File: src/design/flash_ctl_pkg.sv
// shared constants, register map and types of the flash host controller
package flash_ctl_pkg;
	localparam int CLK_MHZ = 200;
	localparam int FLASH_AW = 22;
	localparam int FLASH_DW = 16;
	// timing figures and their cycle counts
	localparam int T_WP_NS = 30;
	localparam int WP_CYC = (T_WP_NS * CLK_MHZ + 999) / 1000;
	localparam int T_WPH_NS = 30;
	localparam int WPH_CYC = (T_WPH_NS * CLK_MHZ + 999) / 1000;
	localparam int T_ACC_NS = 70;
	localparam int SYNC_CYC = 2;
	localparam int ACC_CYC = (T_ACC_NS * CLK_MHZ + 999) / 1000 + SYNC_CYC;
	localparam int T_OEPH_NS = 20;
	localparam int OEPH_CYC = (T_OEPH_NS * CLK_MHZ + 999) / 1000;
	localparam int T_RSP_US = 4;
	localparam int RSP_CYC = T_RSP_US * CLK_MHZ;
	localparam int T_RRB_US = 4;
	localparam int RRB_CYC = T_RRB_US * CLK_MHZ;
	// register byte offsets
	localparam logic [4:0] OFS_CTRL = 5'h00;
	localparam logic [4:0] OFS_ADDR = 5'h04;
	localparam logic [4:0] OFS_WDATA = 5'h08;
	localparam logic [4:0] OFS_STATUS = 5'h0C;
	localparam logic [4:0] OFS_IRQ_STAT = 5'h10;
	localparam logic [4:0] OFS_IRQ_CLR = 5'h14;
	localparam logic [4:0] OFS_IRQ_EN = 5'h18;
	// control bits
	localparam int CTRL_WRITE = 0;
	localparam int CTRL_READ = 1;
	localparam int CTRL_POLL = 2;
	localparam int CTRL_PROT = 3;
	localparam int CTRL_UNPROT = 4;
	localparam int CTRL_VID_ON = 5;
	localparam int CTRL_VID_OFF = 6;
	// interrupt bits
	localparam int IRQ_DONE = 0;
	localparam int IRQ_POLL = 1;
	localparam int IRQ_VID_ON = 2;
	localparam int IRQ_VID_OFF = 3;
	localparam int IRQ_W = 4;
	localparam logic [IRQ_W-1:0] IRQ_RST = 4'h0;
	// engine states
	typedef enum logic [6:0] {
		ST_IDLE = 7'h01,
		ST_WR = 7'h02,
		ST_RD = 7'h04,
		ST_GAP = 7'h08,
		ST_VUP = 7'h10,
		ST_VDN = 7'h20,
		ST_VHOLD = 7'h40
	} state_e;
	// pins driven toward the flash
	typedef struct packed {
		logic [FLASH_AW-1:0] addr;
		logic [FLASH_DW-1:0] dq;
		logic dq_oe;
		logic ce_n;
		logic oe_n;
		logic we_n;
		logic unprotect_high_voltage;
	} flash_pins_s;
endpackage : flash_ctl_pkg

File: src/design/flash_host_ctl.sv
// host controller issuing write cycles and status polling to a parallel flash
//
// Design decisions made here: the Avalon-MM interface to the registers and the register addresses.
`timescale 1ns/1ps
// What this block does
// - host may strobe oe or ce between reads; both toggle bits update.
// - protect cycle uses address bit six low, bit one high, bit zero low.
// - unprotect cycle uses address bit six high, bit one high, bit zero low.
// - hold reset at high voltage 4 us before the first write.
// - keep reset high voltage 4 us after ready returns; hold starts at first ready after the off request, without waiting for busy.
// - main toggle bit reads at any address; polling bit needs valid one.
module flash_host_ctl
	import flash_ctl_pkg::*;
#(
	parameter int ADDR_W = 22
)
(
	// clock and reset
	input wire logic clk_in,
	input wire logic sys_rst_in,
	// avalon-mm slave
	input wire logic [4:0] avs_address_in,
	input wire logic avs_read_in,
	input wire logic avs_write_in,
	input wire logic [31:0] avs_writedata_in,
	input wire logic [3:0] avs_byteenable_in,
	output logic [31:0] avs_readdata_out,
	output logic avs_waitrequest_out,
	output logic irq_out,
	// flash pins
	output flash_pins_s pins_out,
	input wire logic [FLASH_DW-1:0] dq_in,
	input wire logic ready_busy_n_in
);
	if (ADDR_W < 7 || ADDR_W > FLASH_AW)
	begin : g_bad_addr_w
		$error("ADDR_W must lie between 7 and the flash address width");
	end

	state_e state_q;
	logic [15:0] cnt_q;
	logic [1:0] rb_sync_q;
	logic [FLASH_DW-1:0] dq_s1_q, dq_s2_q, samp_q, rdata_q, wdata_q;
	logic [ADDR_W-1:0] addr_q;
	logic [1:0] mode_q;
	logic poll_q, first_q, vid_q, vid_ok_q, tog_main_q, tog_susp_q;
	logic [IRQ_W-1:0] ev_q, irq_stat_q, irq_en_q;
	logic rd_ack_q;
	logic [31:0] rdata_bus_q;
	logic ready;
	logic idle;
	logic wr_ctrl;

	// merge a 32-bit write under byte enables
	function automatic logic [31:0] be_merge(input logic [31:0] old,
		input logic [31:0] nw, input logic [3:0] be);
		logic [31:0] r;
		r = old;
		for (int i = 0; i < 4; i++)
		begin
			if (be[i])
			begin
				r[i*8 +: 8] = nw[i*8 +: 8];
			end
		end
		return r;
	endfunction : be_merge

	// force the protect or unprotect selection bits onto an address
	function automatic logic [ADDR_W-1:0] prot_addr(
		input logic [ADDR_W-1:0] a, input logic unprot);
		logic [ADDR_W-1:0] r;
		r = a;
		r[6] = unprot; // low for protect, high for unprotect
		r[1] = 1'b1;
		r[0] = 1'b0;
		return r;
	endfunction : prot_addr

	// two-flop synchronisers for pins from the flash
	always_ff @(posedge clk_in)
	begin
		if (sys_rst_in)
		begin
			rb_sync_q <= 2'h3;
			dq_s1_q <= 16'h0000;
			dq_s2_q <= 16'h0000;
		end
		else
		begin
			rb_sync_q <= {rb_sync_q[0], ready_busy_n_in};
			dq_s1_q <= dq_in;
			dq_s2_q <= dq_s1_q;
		end
	end

	assign ready = rb_sync_q[1];
	assign idle = (state_q == ST_IDLE);
	assign wr_ctrl = avs_write_in && avs_address_in == OFS_CTRL && idle;

	// bus handshake: control writes stall while the engine runs
	assign avs_waitrequest_out = (avs_read_in && !rd_ack_q)
		|| (avs_write_in && avs_address_in == OFS_CTRL && !idle);
	assign avs_readdata_out = rdata_bus_q;
	assign irq_out = |(irq_stat_q & irq_en_q);

	// register reads answer one cycle after the request
	always_ff @(posedge clk_in)
	begin
		if (sys_rst_in)
		begin
			rd_ack_q <= 1'b0;
			rdata_bus_q <= 32'h0000_0000;
		end
		else
		begin
			rd_ack_q <= avs_read_in && !rd_ack_q;
			unique case (avs_address_in)
				OFS_ADDR: rdata_bus_q <= 32'(addr_q);
				OFS_WDATA: rdata_bus_q <= {16'h0000, wdata_q};
				OFS_STATUS: rdata_bus_q <= {rdata_q, 10'h000, tog_susp_q,
					tog_main_q, vid_ok_q, vid_q, ready, !idle};
				OFS_IRQ_STAT: rdata_bus_q <= {28'h0000000, irq_stat_q};
				OFS_IRQ_EN: rdata_bus_q <= {28'h0000000, irq_en_q};
				default: rdata_bus_q <= 32'h0000_0000;
			endcase
		end
	end

	// software-written address, data and interrupt enable
	always_ff @(posedge clk_in)
	begin
		if (sys_rst_in)
		begin
			addr_q <= '0;
			wdata_q <= 16'h0000;
			irq_en_q <= IRQ_RST;
		end
		else if (avs_write_in)
		begin
			if (avs_address_in == OFS_ADDR)
			begin
				addr_q <= ADDR_W'(be_merge(32'(addr_q), avs_writedata_in,
					avs_byteenable_in));
			end
			if (avs_address_in == OFS_WDATA)
			begin
				wdata_q <= 16'(be_merge({16'h0000, wdata_q}, avs_writedata_in,
					avs_byteenable_in));
			end
			if (avs_address_in == OFS_IRQ_EN && avs_byteenable_in[0])
			begin
				irq_en_q <= avs_writedata_in[IRQ_W-1:0];
			end
		end
	end

	// sticky interrupt status, a new event wins over a clear
	always_ff @(posedge clk_in)
	begin
		if (sys_rst_in)
		begin
			irq_stat_q <= IRQ_RST;
		end
		else if (avs_write_in && avs_address_in == OFS_IRQ_CLR
			&& avs_byteenable_in[0])
		begin
			irq_stat_q <= (irq_stat_q & ~avs_writedata_in[IRQ_W-1:0]) | ev_q;
		end
		else
		begin
			irq_stat_q <= irq_stat_q | ev_q;
		end
	end

	// cycle engine: write strobes, reads, toggle polling, high voltage
	always_ff @(posedge clk_in)
	begin
		if (sys_rst_in)
		begin
			state_q <= ST_IDLE;
			cnt_q <= 16'h0000;
			mode_q <= 2'h0;
			poll_q <= 1'b0;
			first_q <= 1'b0;
			vid_q <= 1'b0;
			vid_ok_q <= 1'b0;
			samp_q <= 16'h0000;
			rdata_q <= 16'h0000;
			tog_main_q <= 1'b0;
			tog_susp_q <= 1'b0;
			ev_q <= IRQ_RST;
		end
		else
		begin
			ev_q <= IRQ_RST;
			unique case (state_q)
				ST_IDLE:
				begin
					if (wr_ctrl && avs_writedata_in[CTRL_WRITE])
					begin
						state_q <= ST_WR;
						cnt_q <= 16'(WP_CYC);
						mode_q <= {avs_writedata_in[CTRL_UNPROT],
							avs_writedata_in[CTRL_PROT]};
					end
					else if (wr_ctrl && (avs_writedata_in[CTRL_READ]
						|| avs_writedata_in[CTRL_POLL]))
					begin
						state_q <= ST_RD;
						cnt_q <= 16'(ACC_CYC);
						mode_q <= 2'h0;
						poll_q <= avs_writedata_in[CTRL_POLL];
						first_q <= 1'b1;
						tog_main_q <= 1'b0;
						tog_susp_q <= 1'b0;
					end
					else if (wr_ctrl && avs_writedata_in[CTRL_VID_ON])
					begin
						state_q <= ST_VUP;
						cnt_q <= 16'(RSP_CYC);
						vid_q <= 1'b1;
					end
					else if (wr_ctrl && avs_writedata_in[CTRL_VID_OFF] && vid_q)
					begin
						state_q <= ST_VDN;
					end
				end
				ST_WR:
				begin
					cnt_q <= cnt_q - 16'h0001;
					if (cnt_q == 16'h0001)
					begin
						state_q <= ST_GAP;
						cnt_q <= 16'(WPH_CYC);
						ev_q[IRQ_DONE] <= 1'b1;
					end
				end
				ST_RD:
				begin
					cnt_q <= cnt_q - 16'h0001;
					if (cnt_q == 16'h0001)
					begin
						state_q <= ST_GAP;
						cnt_q <= 16'(OEPH_CYC); // oe released between reads
						samp_q <= dq_s2_q;
						first_q <= 1'b0;
						if (!poll_q)
						begin
							rdata_q <= dq_s2_q;
							ev_q[IRQ_DONE] <= 1'b1;
						end
						else if (!first_q && samp_q[6] == dq_s2_q[6])
						begin
							// main bit stopped toggling: done
							poll_q <= 1'b0;
							rdata_q <= dq_s2_q;
							ev_q[IRQ_POLL] <= 1'b1;
						end
						else if (!first_q)
						begin
							tog_main_q <= 1'b1;
							tog_susp_q <= tog_susp_q
								| (samp_q[2] ^ dq_s2_q[2]);
						end
					end
				end
				ST_GAP:
				begin
					cnt_q <= cnt_q - 16'h0001;
					if (cnt_q == 16'h0001)
					begin
						state_q <= poll_q ? ST_RD : ST_IDLE;
						cnt_q <= 16'(ACC_CYC);
					end
				end
				ST_VUP:
				begin
					cnt_q <= cnt_q - 16'h0001;
					if (cnt_q == 16'h0001)
					begin
						state_q <= ST_IDLE; // writes only after setup
						vid_ok_q <= 1'b1;
						ev_q[IRQ_VID_ON] <= 1'b1;
					end
				end
				ST_VDN:
				begin
					if (ready)
					begin
						state_q <= ST_VHOLD;
						cnt_q <= 16'(RRB_CYC); // hold after ready
					end
				end
				ST_VHOLD:
				begin
					cnt_q <= cnt_q - 16'h0001;
					if (cnt_q == 16'h0001)
					begin
						state_q <= ST_IDLE;
						vid_q <= 1'b0;
						vid_ok_q <= 1'b0;
						ev_q[IRQ_VID_OFF] <= 1'b1;
					end
				end
				default:
				begin
					state_q <= ST_IDLE;
				end
			endcase
		end
	end

	// pin drive from engine state and registers
	always_comb
	begin
		pins_out.addr = FLASH_AW'(addr_q); // any address for polling
		if (mode_q != 2'h0)
		begin
			pins_out.addr = FLASH_AW'(prot_addr(addr_q, mode_q[1]));
		end
		pins_out.dq = wdata_q;
		pins_out.dq_oe = (state_q == ST_WR);
		pins_out.ce_n = !(state_q == ST_WR || state_q == ST_RD);
		pins_out.oe_n = !(state_q == ST_RD);
		pins_out.we_n = !(state_q == ST_WR);
		pins_out.unprotect_high_voltage = vid_q;
	end

	// helper counters for the checks below
	logic [15:0] oe_hi_q, vid_age_q, rdy_age_q;
	always_ff @(posedge clk_in)
	begin
		if (sys_rst_in)
		begin
			oe_hi_q <= 16'h0000;
			vid_age_q <= 16'h0000;
			rdy_age_q <= 16'h0000;
		end
		else
		begin
			oe_hi_q <= pins_out.oe_n ? oe_hi_q + {15'h0000, oe_hi_q != 16'hFFFF}
				: 16'h0000;
			vid_age_q <= vid_q ? vid_age_q
				+ {15'h0000, vid_age_q != 16'hFFFF} : 16'h0000;
			rdy_age_q <= (vid_q && ready) ? rdy_age_q
				+ {15'h0000, rdy_age_q != 16'hFFFF} : 16'h0000;
		end
	end
endmodule : flash_host_ctl

File: config.mk
export PLATFORM = sky130hd
export DESIGN_NAME = flash_host_ctl
export DESIGN_NICKNAME = d
export VERILOG_FILES = /design/src/design/flash_ctl_pkg.sv /design/src/design/flash_host_ctl.sv
export SDC_FILE = /design/constraint.sdc
export NUM_CORES = 1
export LEC_CHECK = 0
export ABC_AREA = 1
export ABC_CLOCK_PERIOD_IN_PS = 2150
export BUFFER_PORTS_ARGS = -buffer_cell sky130_fd_sc_hd__buf_2
export CORE_ASPECT_RATIO = 1.5
export CORE_UTILIZATION = 55
export CTS_BUF_LIST = sky130_fd_sc_hd__clkbuf_8
export DETAILED_ROUTE_END_ITERATION = 12
export GPL_TIMING_DRIVEN = 0
export PLACE_DENSITY_LB_ADDON = 0.2
export SETUP_SLACK_MARGIN = 0.5
export SYNTH_ARGS = -nofsm -noshare
export SYNTH_HDL_FRONTEND = slang
export SYNTH_SLANG_ARGS = --single-unit
File: constraint.sdc
create_clock -name clk_in -period 2.15 [get_ports clk_in]
set_clock_uncertainty 0.1 [all_clocks]
set_input_delay 0 -clock clk_in [delete_from_list [all_inputs] [get_ports clk_in]]
set_output_delay 0 -clock clk_in [all_outputs]
set_load 0.05 [all_outputs]
# Word-level counts from Yosys, hierarchy flattened
# Index checks and enable logic that the tools add are counted.
# classes
n_bitwise	12
reduce_logical	50
eq_ne	32
addsub	1
muxes	58
# op_table
op	count
$pmux 32 s5	1
$mux 16	9
$pmux 16 s6	1
$mux 7	9
$pmux 7 s5	1
$mux 1	26
$reduce_and 3->1	8
$ne 2x2->1 const B	10
$eq 16x1->1 const B	1
$sub 16x1->16 const B	1
$eq 5x5->1 const B	3
$pmux 1 s2	7
$logic_and 1x1->1	13
$eq 5x4->1 const B	2
$ne 2x1->1 const B	5
$reduce_and 5->1	2
$reduce_bool 2->1	5
$and 4x4->4	2
$or 4x4->4	2
$reduce_or 2->1	4
$reduce_or 4->1	2
$eq 7x1->1 const B	1
$eq 7x2->1 const B	1
$eq 7x3->1 const B	1
22 further kinds	36
# totals
wordCells	180
register_bits	171
input_bits	62
out_inout_bits	77

# Logic depth before layout (Yosys ltp)
# Gate-level depths: netlist of the first run.
# depth
depth_word	10
depth_mapped	12
mapped_depth_nobuf	12

# Worst setup path before layout of the first run
# OpenSTA, ideal clock, no wires.
# synth_timing
kind	reg2reg
startpoint	register state_q[2]
endpoint	register cnt_q[12]
path_buffers	1
path_slack_ns	0.307
setup_ns	0.128
period_less_slack_ns	1.843
stages_incl_launch_ff	12
t_required_ns	1.922
t_arrival_ns	1.616
cell_sequence	dfxtp_1 > inv_1 > nand2_1 > nor2_1 > nand2_4 > inv_2 > nor2_1 > nand3_2 > nand3_2 > buf_6 > a21oi_1 > nor2_1
# synth_rtl
item	line	text
start: declaration	flash_host_ctl.sv:40	state_e state_q;
start signal: assignment	flash_host_ctl.sv:273	state_q <= poll_q ? ST_RD : ST_IDLE;
end signal: assignment	flash_host_ctl.sv:203	cnt_q <= 16'(WP_CYC);
end signal: assignment	flash_host_ctl.sv:211	cnt_q <= 16'(ACC_CYC);
end signal: assignment	flash_host_ctl.sv:221	cnt_q <= 16'(RSP_CYC);
end: declaration	flash_host_ctl.sv:41	logic [15:0] cnt_q;

# Worst setup path in the final report of the first run
# layout_timing
startpoint	register state_q[6]
endpoint	register cnt_q[2]
# layout_via
elab_chain_len	6
elab_cells_between_ends	19
classes_between	eq/ne (9); mux (3); reduce/logical (7)
# layout_lines
item	line	text
$eq 7x1->1	flash_host_ctl.sv:98, flash_host_ctl.sv:197	
$logic_and 1x1->1	flash_host_ctl.sv:99	assign wr_ctrl = avs_write_in && avs_address_in == OFS_CTRL && idle;
$logic_and 1x1->1	flash_host_ctl.sv:207	else if (wr_ctrl && (avs_writedata_in[CTRL_READ]
$mux 16	flash_host_ctl.sv:207	
$mux 16	flash_host_ctl.sv:200	if (wr_ctrl && avs_writedata_in[CTRL_WRITE])
$pmux 16 s6	flash_host_ctl.sv:197	unique case (state_q)
# Parallel ways exist; a longest one is shown, timed or not.
# A chain may end at the register's enable or synchronous reset.

==> impl_results.md, run 1 <==
* Post-layout minimum cycle time at 1.93 ns
* Synthesized cell area at 6930 µm²
* CTS tree: done
* Pleak at 4.47 nW
* Core area at 12100 µm²
* TritonCTS Buffers at 17
* DR WL/cell at 16.2 µm
* Pwr Density at 1070 nW/µm²
* Fin cells at 1340
* Grt total ovfl at 0
* Initial DRC count at 417
* Drt total wl at 21.7 mm
* Vias per Instance at 5.39
* Part of the cycle the worst path needs at 0.896
* Clock insertion delay at the later pin of the skew report at 0.47 ns
* Synth cell types at 42
* Die area at 13100 µm²
* Status: finished, final reports clean
* Slew headroom at 0.481
* Mapped Nets at 1001
* CP Capture Type: flip-flop
* Crit path kind: flip-flop to flip-flop
* Overall die width at 93.7 µm
* First-pass DRT Iterations at 5
* Final antenna-violating net count at 0
* Synth area leaders: dfxtp_1 48%, nand2_1 8.6%, nor2_1 8.2%
* Maxcap violations at 0
* Layout cells sized above 1 at 0.313
* Setup violators final at 0
* Critical path peak fanout at 5
* Commonest non-fill, non-tap cell in the layout: dfxtp_1
* Area grow syn2layout at 39.2%
* Ports at 139
* Setup_tns at 0 ns
* Syn_area_per_cell at 7.40 µm²
* Cells after Synth at 937
* Buffers on Ports at 126
* ANT cells at 0
* Cells after DPL at 1216
* Total Power at 10.3 mW
* Worst-Margin Slew at 0.778 ns
* Sequential-to-total area share from yosys stat at 0.479
* FP Rows at 49
* Largest net degree at the start of global routing at 18
* Fill cells at 823
* Starting density of the core at 0.571
* GP Congestion at 0.914
* Num Clock Sinks at 166
* Core Util, Final at 0.795
* Peak Freq at 519 MHz
* Fin. max-slew vios at 0
* Cell area after layout at 9650 µm²
* Post-synth top area share at 0.479
* Placed inst area at 7780 µm²
* Final nets at 1238
* Worst path arrival time at 2.14 ns
* Die height at 140 µm
* Area leader, netlist: dfxtp_1
* Max Root-Sink Buffers at 2
* Worst hold path type: primary input to flip-flop
* Vias in the first global route at 6648
* Most frequent cells in the layout: 154 x dfxtp_1, 137 x nand2_1, 132 x nor2_1, 126 x buf_2, 113 x inv_1
* DR DRC count at 0
* Root Buffer: clkbuf_8
* Vias at 7219
* Unrepaired setup endpoints after global routing: true
* Initial antenna violation count at 0
* Multi-input gate area at 3350 µm²
* Clock Pin Slew Worst Setup and Hold Paths at 0.09 ns
* Ys Warns at 0
* First-pass GRT wire length at 30.9 mm
* Startpoint types: flip-flop
* Peak VDD IR at 1120 µV
* H-tree depth at 4
* Hold Fails Final Rpt at 0
* GRT Total Usage at 0.303
* Register area at 3340 µm²
* Worst Path Required at 2.36 ns
* Post-DP HPWL at 13.2 mm
* Synthesis-stage register bit count at 166
worst max-delay path, stage by stage (launching register included):
cell        delay (ns)
dfxtp_2           0.38
inv_2             0.08
nand2_4           0.08
nor2_4            0.04
buf_12            0.15
nand2_8           0.09
clkinvlp_4        0.18
buf_4             0.18
buf_4             0.12
nand2_1           0.07
nand2_1           0.07
a21oi_2           0.16
a21oi_2           0.07
timing repair:
item / CTS / global route
endpoints found under the hold margin: 73 / 1
hold buffers: 48 / 1
cloned: 3 / 0
pin swaps: 22 / 21
resized for setup: 91 / 93
buffers inserted: 21 / 19
setup endpoints to repair: 53 / 76
kinds of logic (layout without fill, tap and decap cells):
| kind of cell | count (synthesis) | count (layout) | share of synthesized area |
|---|---|---|---|
| buf+inv | 179 | 429 | 0.112 |
| xor+xnor | 8 | 8 | 0.0101 |
| fa+ha+maj | 2 | 2 | 0.00361 |
| compound gates | 186 | 186 | 0.145 |
| simple gates | 396 | 396 | 0.250 |
| flops | 166 | 166 | 0.479 |
cells in the mapped netlist:
cell         n
dfxtp_1    166
nand2_1    158
nor2_1     152
inv_1      119
a21oi_1     81
o21ai_0     76
nand3_1     27
buf_4       20
clkbuf_1    20
nor3_1      17
inv_2       10
nor2_2      10
nand4_1      7
buf_2        6
nand2_2      6
o21ai_1      6
o22ai_1      6
xor2_1       6
nand3_2      5
nor2_4       4
o211ai_1     4
buf_6        3
or2_2        3
a211oi_1     2
ha_1         2
nand2_4      2
nand3_4      2
o21bai_1     2
xnor2_1      2
a2111oi_0    1
a21boi_1     1
a21oi_2      1
a21oi_4      1
a22oi_1      1
a31oi_1      1
a41oi_1      1
clkinv_1     1
nand3b_1     1
nor2_8       1
nor4_1       1
o211ai_4     1
o21a_1       1
cell type report:
class,instances,area share
clock inverter,14,0.0167
inverter,130,0.0528
tap,153,0.0198
clock buffer,18,0.0257
timing repair buffer,218,0.160
multi-input combinational,592,0.347
buffer,49,0.0310
sequential,166,0.346
routing by layer:
| layer | GRT usage | up-vias | wire length [µm] |
|---|---|---|---|
| li1 | - | 3428 | - |
| met1 | 0.313 | 3264 | 7850 |
| met2 | 0.542 | 409 | 11000 |
| met3 | 0.0683 | 118 | 1580 |
| met4 | 0.189 | 0 | 1270 |
| met5 | 0 | - | 0 |
stage by stage:
stage | setup WS, ns | hold WS (ns)
2_1_floorplan | 0.452 | 0.00381
3_3_place_gp | 0.168 | 0.0893
3_5_place_dp | 0.173 | 0.0845
4_1_cts | 0.413 | -0.142
5_1_grt | 0.198 | 0.0390
6_report | 0.223 | 0.0460
power by group:
part / internal, mW / switching (mW)
Sequential: 3.28 / 0.225
Clock: 1.01 / 1.30
Combinational: 1.81 / 2.68
path summary, 6_finish.rpt:
path,slack [ns],depth (start not counted),from,endpoint
max reg2reg,0.22,12,state_q[6],cnt_q[2]
max,0.22,12,state_q[6],cnt_q[2]
min reg2reg,0.31,2,dq_s1_q[5],dq_s2_q[5]
min,0.05,6,avs_address_in[2],irq_stat_q[2]
sequential cells by signal, indices dropped and copies added (netlist names), 4 cells and up:
| signal | count |
|---|---|
| addr_q | 22 |
| avs_readdata_out | 32 |
| cnt_q | 16 |
| dq_s1_q | 16 |
| dq_s2_q | 16 |
| ev_q | 4 |
| irq_en_q | 4 |
| irq_stat_q | 4 |
| rdata_q | 16 |
| state_q | 7 |
| wdata_q | 16 |
(Power assumes the default switching activity.)
==> run 2, diff against run 1 <==
--- a/config.mk
+++ b/config.mk
@@ -9,12 +9,12 @@
 export ABC_CLOCK_PERIOD_IN_PS = 2150
 export BUFFER_PORTS_ARGS = -buffer_cell sky130_fd_sc_hd__buf_2
 export CORE_ASPECT_RATIO = 1.5
-export CORE_UTILIZATION = 55
+export CORE_UTILIZATION = 35
 export CTS_BUF_LIST = sky130_fd_sc_hd__clkbuf_8
 export DETAILED_ROUTE_END_ITERATION = 12
 export GPL_TIMING_DRIVEN = 0
 export PLACE_DENSITY_LB_ADDON = 0.2
-export SETUP_SLACK_MARGIN = 0.5
+export SETUP_SLACK_MARGIN = 0.02
 export SYNTH_ARGS = -nofsm -noshare
 export SYNTH_HDL_FRONTEND = slang
 export SYNTH_SLANG_ARGS = --single-unit
==> run 2 against run 1 <==
Against the previous run: maximum frequency decreased by 1.8%; sequential share of layout area increased by 2.9 points; hold slack got worse by 0.041 ns; clock power decreased by 6%; count of clock-buffer cells in the layout stayed put; setup slack worse by 0.035 ns; flip-flop and latch count stayed put; register-to-register slack worse by 0.02 ns; die area increased by 56%; critical path type is now flip-flop to output pin; routed wire length down 9.3%; critical path depth shrank 5; global-route usage shrank 10 points.
==> impl_results.md, run 2 (synthesis gave the netlist of run 1 again) <==
* Status: finished, final reports clean
* Worst path depth at 7 (-5)
* Clock Pin Slew Worst Setup and Hold Paths at 0.10 ns (about the same)
* Critical Path Most Common Cell: inv_2
* Crit-path leading delay family: simple AND/OR/NAND/NOR gates
* Layout cells sized above 1 at 0.202 (-0.110)
* Buffers on Ports at 126 (unchanged)
* Max reg flops at 32 (unchanged)
* Post-layout minimum cycle time at 1.96 ns (+0.0348 ns)
* Worst setup endpoint: pins_out[3]
* Crit path cell chain: inv_2 -> nand2_2 -> nor2_4 -> nand3_2 -> nand2_1 -> inv_2 -> buf_2
* CTS tree: done
* Crit path kind: flip-flop to output pin
* Slew headroom at 0.531 (+0.0493)
* Max Root-Sink Buffers at 2 (unchanged)
* GRT Total Usage at 0.201 (-0.102)
* Part of the cycle the worst path needs at 0.912 (+0.0162)
* Crit path buffers/inverters at 3 (-2)
* First-pass DRT Iterations at 4 (-1)
* Vias per Instance at 4.55 (-16%)
* H-tree depth at 4 (unchanged)
* Commonest non-fill, non-tap cell in the layout: dfxtp_1
* GP Congestion at 0.893 (-2.3%)
* TritonCTS Buffers at 17 (unchanged)
* Worst Path Required at 2.05 ns (-0.31 ns)
* Grt total ovfl at 0 (unchanged)
* Hold Fails Final Rpt at 0 (unchanged)
* Pleak at 4.16 nW (-6.9%)
* Initial antenna violation count at 0 (unchanged)
* Starting density of the core at 0.359 (-0.212)
* Worst-Margin Slew at 0.704 ns (-0.0739 ns)
* Peak VDD IR at 509 µV (-54%)
* Total Power at 8.49 mW (-18%)
* Slowest-stage cell, CP: dfxtp_1
* Startpoint types: flip-flop
* Num Clock Sinks at 166 (unchanged)
* CP startpoint: state_q[5]
* Vias in the first global route at 6194 (-6.8%)
* R2r endpoint: cnt_q[9]
* Vias at 6403 (-11%)
* FP Rows at 62 (+27%)
* Core area at 19300 µm² (+59%)
* Pwr Density at 960 nW/µm² (-10%)
* Placed inst area at 7890 µm² (+1.3%)
* Unrepaired setup endpoints after global routing: false
* Drt total wl at 19.7 mm (-9.3%)
* ANT cells at 0 (unchanged)
* Clock insertion delay at the later pin of the skew report at 0.47 ns (about the same)
* Final antenna-violating net count at 0 (unchanged)
* Worst reg2reg path startpoint: state_q[5]
* Critical path peak fanout at 6 (+1)
* First-pass GRT wire length at 31.1 mm (+0.47%)
* Post-DP HPWL at 14.7 mm (+12%)
* Die area at 20400 µm² (+56%)
* Die height at 174 µm (+25%)
* Cells after DPL at 1319 (+8.5%)
* Fin. max-slew vios at 0 (unchanged)
* R2R depth at 11 (-1)
* CP Capture Type: output pin
* Setup_tns at 0 ns (unchanged)
* Fin cells at 1408 (+5.1%)
* Maxcap violations at 0 (unchanged)
* Worst Hold Path Cells at 4 (-2)
* Setup violators final at 0 (unchanged)
* Final nets at 1204 (-2.7%)
* Overall die width at 117 µm (+25%)
* Register-to-register setup slack at 0.20 ns (-0.02 ns)
* Max incr delay on CP at 0.35 ns (-0.03 ns)
* Root Buffer: clkbuf_8
* DR DRC count at 0 (unchanged)
* Cell area after layout at 8850 µm² (-8.3%)
* Ports at 139 (unchanged)
* Worst path arrival time at 1.86 ns (-0.28 ns)
* Initial DRC count at 291 (-30%)
* Area grow syn2layout at 27.6%
* Peak Freq at 510 MHz (-1.8%)
* Largest net degree at the start of global routing at 17 (-1)
* DR WL/cell at 14.0 µm (-14%)
* Most frequent cells in the layout: 165 x dfxtp_1, 158 x nand2_1, 150 x nor2_1, 132 x buf_2, 121 x inv_1
* Worst hold path type: primary input to flip-flop
[run 2: changes by cell type in the layout (fill, tap and decap cells not counted), sizes merged]
cell / delta
buf: -42
clkbuf: -1
clkinv: -2
clkinvlp: +1
dlygate4sd3: +9
[run 2: metrics by stage]
stage          utilization  hold WS [ns]  setup slack, ns
3_5_place_dp         0.408         0.111            0.177
5_1_grt              0.458        0.0434           0.0621
3_3_place_gp         0.408         0.105            0.184
2_1_floorplan            -       0.00381            0.307
6_report             0.458       0.00537            0.188
4_1_cts              0.457       0.00348            0.128
[run 2: worst min path at each step]
stage | startpoint | endpoint | slack [ns]
3_3_place_gp | ready_busy_n_in | rb_sync_q[0] | 0.10
5_1_grt | avs_byteenable_in[2] | addr_q[21] | 0.04
6_report | avs_byteenable_in[2] | addr_q[21] | 0.005
4_1_cts | avs_address_in[4] | avs_readdata_out[3] | 0.003
2_1_floorplan | ready_busy_n_in | rb_sync_q[0] | 0.004
3_5_place_dp | dq_in[10] | dq_s1_q[10] | 0.11
[run 2: cell type report]
cell class                      count  area, µm²
Fill cell                        1973      10500
Sequential cell                   166       3320
Multi-Input combinational cell    592       2840
Timing Repair Buffer              184       1210
Inverter                          130        488
Tap cell                          256        320
Buffer                             49        289
Clock buffer                       18        248
Clock inverter                     13        123
[run 2: report_power, final]
group          leakage (nW)  internal (mW)  switching, mW
Sequential             1.35           3.26          0.162
Clock                 0.188          0.956           1.20
Combinational          2.63          0.981           1.93
Total                  4.16           5.20           3.30
[run 2: worst reg2reg max path, stage by stage, from the launching register on]
cell,delay [ns]
dfxtp_1,0.39
inv_2,0.08
nand2_2,0.09
nor2_4,0.05
nand2_1,0.21
inv_1,0.18
o21ai_1,0.21
nand3_2,0.22
nand2_1,0.12
nand2_1,0.05
nor2_1,0.10
nor2_1,0.06
[run 2: metal layers]
metal | global-route usage | vias up | wire length, µm
met5 | 0 | - | 0
met4 | 0.0965 | 0 | 618
met3 | 0.0429 | 41 | 780
met2 | 0.368 | 151 | 10300
met1 | 0.213 | 2864 | 7990
li1 | - | 3347 | -
[run 2: repair_timing]
action                                  in CTS  in global routing
endpoints found under the setup margin       0                  8
gates resized for setup                      0                  4
endpoints found under the hold margin       74                  0
setup buffers                                0                  0
hold buffers                                58                  0
==> run 3, diff against run 2 <==
--- a/config.mk
+++ b/config.mk
@@ -6,14 +6,14 @@
 export NUM_CORES = 1
 export LEC_CHECK = 0
 export ABC_AREA = 1
-export ABC_CLOCK_PERIOD_IN_PS = 2150
+export ABC_CLOCK_PERIOD_IN_PS = 1900
 export BUFFER_PORTS_ARGS = -buffer_cell sky130_fd_sc_hd__buf_2
 export CORE_ASPECT_RATIO = 1.5
 export CORE_UTILIZATION = 35
 export CTS_BUF_LIST = sky130_fd_sc_hd__clkbuf_8
 export DETAILED_ROUTE_END_ITERATION = 12
 export GPL_TIMING_DRIVEN = 0
-export PLACE_DENSITY_LB_ADDON = 0.2
+export PLACE_DENSITY_LB_ADDON = 0.1
 export SETUP_SLACK_MARGIN = 0.02
 export SYNTH_ARGS = -nofsm -noshare
 export SYNTH_HDL_FRONTEND = slang
==> constraint.sdc (replaced) <==
create_clock -name clk_in -period 1.9 [get_ports clk_in]
set_clock_uncertainty 0.1 [all_clocks]
set_input_delay 0 -clock clk_in [delete_from_list [all_inputs] [get_ports clk_in]]
set_output_delay 0 -clock clk_in [all_outputs]
set_load 0.05 [all_outputs]
==> run 3 against run 2 <==
Against the previous run: global-route usage grew 0.34 points; setup slack lost 0.13 ns; critical path type is now flip-flop to flip-flop; core utilization increased by 1.8 points; non-clock buffer count increased by 19; largest cell class unchanged; sequential power rose by 14%; first-iteration DRC count increased by 17%; total power rose by 24%; routed wire length increased by 3.8%; critical path depth is 2 higher; sequential share of layout area is 1.3 points lower; flip-flop and latch count unchanged.
==> impl_results.md, run 3 (synthesis gave the netlist of run 1 again) <==
* Status: finished, final reports clean
* Fin. max-slew vios at 0 (unchanged)
* Maxcap violations at 0 (unchanged)
* GRT Total Usage at 0.205 (+0.00344)
* Hold Fails Final Rpt at 0 (unchanged)
* Combinational power share at 0.396 (+0.053)
* Final antenna-violating net count at 0 (unchanged)
* Met2 usage at 0.382 (+0.0141)
* Grt total ovfl at 0 (unchanged)
* Final nets at 1224 (+1.7%)
* R2R depth at 9 (-2)
* Slew headroom at 0.502 (-0.0286)
* Fin cells at 1428 (+1.4%)
* Initial antenna violation count at 0 (unchanged)
* Startpoint types: flip-flop
* Ports at 139 (unchanged)
* Worst Hold Path Cells at 6 (+2)
* Die area at 20400 µm² (unchanged)
* Die height at 174 µm (unchanged)
* First-pass DRT Iterations at 4 (unchanged)
* DR DRC count at 0 (unchanged)
* Worst Path Required at 2.15 ns (+0.10 ns)
* Clock Pin Slew Worst Setup and Hold Paths at 0.09 ns (about the same)
* R2r endpoint: cnt_q[10]
* Drt total wl at 20.4 mm (+3.8%)
* Worst Hold Endpoint: avs_readdata_out[0]
* Setup violators final at 0 (unchanged)
* Met1 global-route usage at 0.220 (+0.00665)
* Buffers on Ports at 126 (unchanged)
* Cell area after layout at 9190 µm² (+3.9%)
* Post-layout minimum cycle time at 1.84 ns
* Part of the cycle the worst path needs at 0.968
* Vias at 6536 (+2.1%)
* Grt met3 use at 0.0384 (-0.00453)
* Worst path arrival time at 2.09 ns (+0.23 ns)
* Worst-Margin Slew at 0.747 ns (+0.0429 ns)
* Crit-path leading delay family: simple AND/OR/NAND/NOR gates
* CTS tree: done
* Sw Ratio at 0.387 (-0.00133)
* Max reg flops at 32 (unchanged)
* Commonest non-fill, non-tap cell in the layout: dfxtp_1
* GP Congestion at 0.870 (-2.6%)
* DR WL/cell at 14.3 µm (+2.3%)
* Core area at 19300 µm² (unchanged)
* H-tree depth at 4 (unchanged)
* TritonCTS Buffers at 17 (unchanged)
* Pwr Density at 1150 nW/µm² (+19%)
* Crit path buffers/inverters at 1 (-2)
* Vias in the first global route at 6261 (+1.1%)
* Root Buffer: clkbuf_8
* ANT cells at 0 (unchanged)
* Register-to-register setup slack at 0.06 ns (-0.14 ns)
* Max Root-Sink Buffers at 2 (unchanged)
* Area grow syn2layout at 32.6%
* Cells after DPL at 1319 (unchanged)
* Peak Freq at 544 MHz
* Reg power frac at 0.370 (-0.033)
* Max incr delay on CP at 0.37 ns (+0.02 ns)
* Crit path cell chain: nor2_2 -> nand2_2 -> nor2_4 -> o211ai_4 -> nand2_4 -> nand3_4 -> clkbuf_16 -> a21oi_1 -> nor2_1
* Critical path peak fanout at 6 (unchanged)
* Crit path kind: flip-flop to flip-flop
* Clock insertion delay at the later pin of the skew report at 0.45 ns (-0.02 ns)
* Unrepaired setup endpoints after global routing: true
* Overall die width at 117 µm (unchanged)
* FP Rows at 62 (unchanged)
* Largest net degree at the start of global routing at 17 (unchanged)
* Placed inst area at 7890 µm² (unchanged)
* Num Clock Sinks at 166 (unchanged)
* WHS at 0.0402 ns (+0.0348 ns)
* Peak VDD IR at 821 µV (+61%)
* Post-DP HPWL at 15.0 mm (+2.5%)
* Starting density of the core at 0.359 (unchanged)
* Psw at 4.08 mW (+24%)
* Slowest-stage cell, CP: dfxtp_1
* Gr busiest metal: met2
* Layout cells sized above 1 at 0.250 (+0.0477)
* Most frequent cells in the layout: 161 x dfxtp_1, 152 x nand2_1, 142 x nor2_1, 127 x buf_2, 120 x inv_1
* Worst reg2reg path startpoint: state_q[4]
* CP Capture Type: flip-flop
* Initial DRC count at 341 (+17%)
* Pleak at 4.30 nW (+3.3%)
* Int Pwr at 6.46 mW (+24%)
* Vias per Instance at 4.58 (+0.65%)
* Clk network pwr share at 0.234 (-0.020)
* First-pass GRT wire length at 31.5 mm (+1.4%)
* Worst hold start: avs_address_in[0]
* Worst hold path type: primary input to flip-flop
==> run 3: changes by cell type in the layout (fill, tap and decap cells not counted), sizes merged <==
| cell | delta |
|---|---|
| inv | -2 |
| clkinv | +2 |
| nand3 | +1 |
| dlygate4sd3 | -10 |
| clkinvlp | -1 |
| buf | +27 |
| clkbuf | +3 |
==> run 3: area by class of cell <==
class,count,area (µm²)
Buffer,49,295
Clock buffer,19,262
Clock inverter,12,120
Fill cell,1999,10100
Inverter,130,490
Multi-Input combinational cell,593,3010
Sequential cell,166,3330
Tap cell,256,320
Timing Repair Buffer,203,1360
==> run 3: what timing repair did <==
action | in CTS | in global routing
gates resized for setup | 7 | 64
pin swaps | 1 | 11
endpoints found under the setup margin | 28 | 51
gates cloned | 0 | 2
hold endpoints to repair | 74 | 0
hold buffers | 48 | 0
setup buffers | 0 | 28
==> run 3: worst max path at each step <==
stage          cells after the start  startpoint           to
2_1_floorplan                     11  state_q[2]    cnt_q[12]
3_3_place_gp                       9    cnt_q[0]   rdata_q[4]
3_5_place_dp                       9    cnt_q[0]   rdata_q[4]
4_1_cts                            7  state_q[5]  pins_out[3]
5_1_grt                            9  state_q[2]    cnt_q[12]
6_report                           9  state_q[4]    cnt_q[10]
==> run 3: through the flow <==
| step | util | power (mW) | worst slack [ns] | TNS [ns] |
|---|---|---|---|---|
| finish | 0.476 | 10.5 | 0.0613 | 0 |
| floorplan | - | 6.39 | 0.0565 | 0 |
| global route | 0.476 | 11.2 | -0.0527 | -0.229 |
| CTS | 0.454 | 9.72 | -0.0178 | -0.0385 |
| global placement | 0.408 | 7.14 | -0.153 | -1.49 |
| detailed placement | 0.408 | 7.15 | -0.152 | -1.47 |
==> run 3: power groups by stage <==
stage	logic [mW]	registers, mW	clock network (mW)
floorplan	2.47	3.91	0
CTS	3.30	3.88	2.54
finish	4.17	3.90	2.47
detailed placement	3.19	3.96	0
global placement	3.18	3.95	0
global route	4.63	3.93	2.69
==> run 3: worst reg2reg max path, cell delays in order (launching register included) <==
cell	delay (ns)
dfxtp_1	0.37
nor2_2	0.14
nand2_2	0.12
nor2_4	0.21
o211ai_4	0.16
nand2_4	0.15
nand3_4	0.13
clkbuf_16	0.19
a21oi_1	0.12
nor2_1	0.06
==> run 3: routing by layer <==
layer,up-vias,wire [µm],share of wire
met2,156,11100,0.54
met1,2966,8230,0.40
met3,26,740,0.036
met5,-,0,0
met4,0,370,0.018
li1,3388,-,-
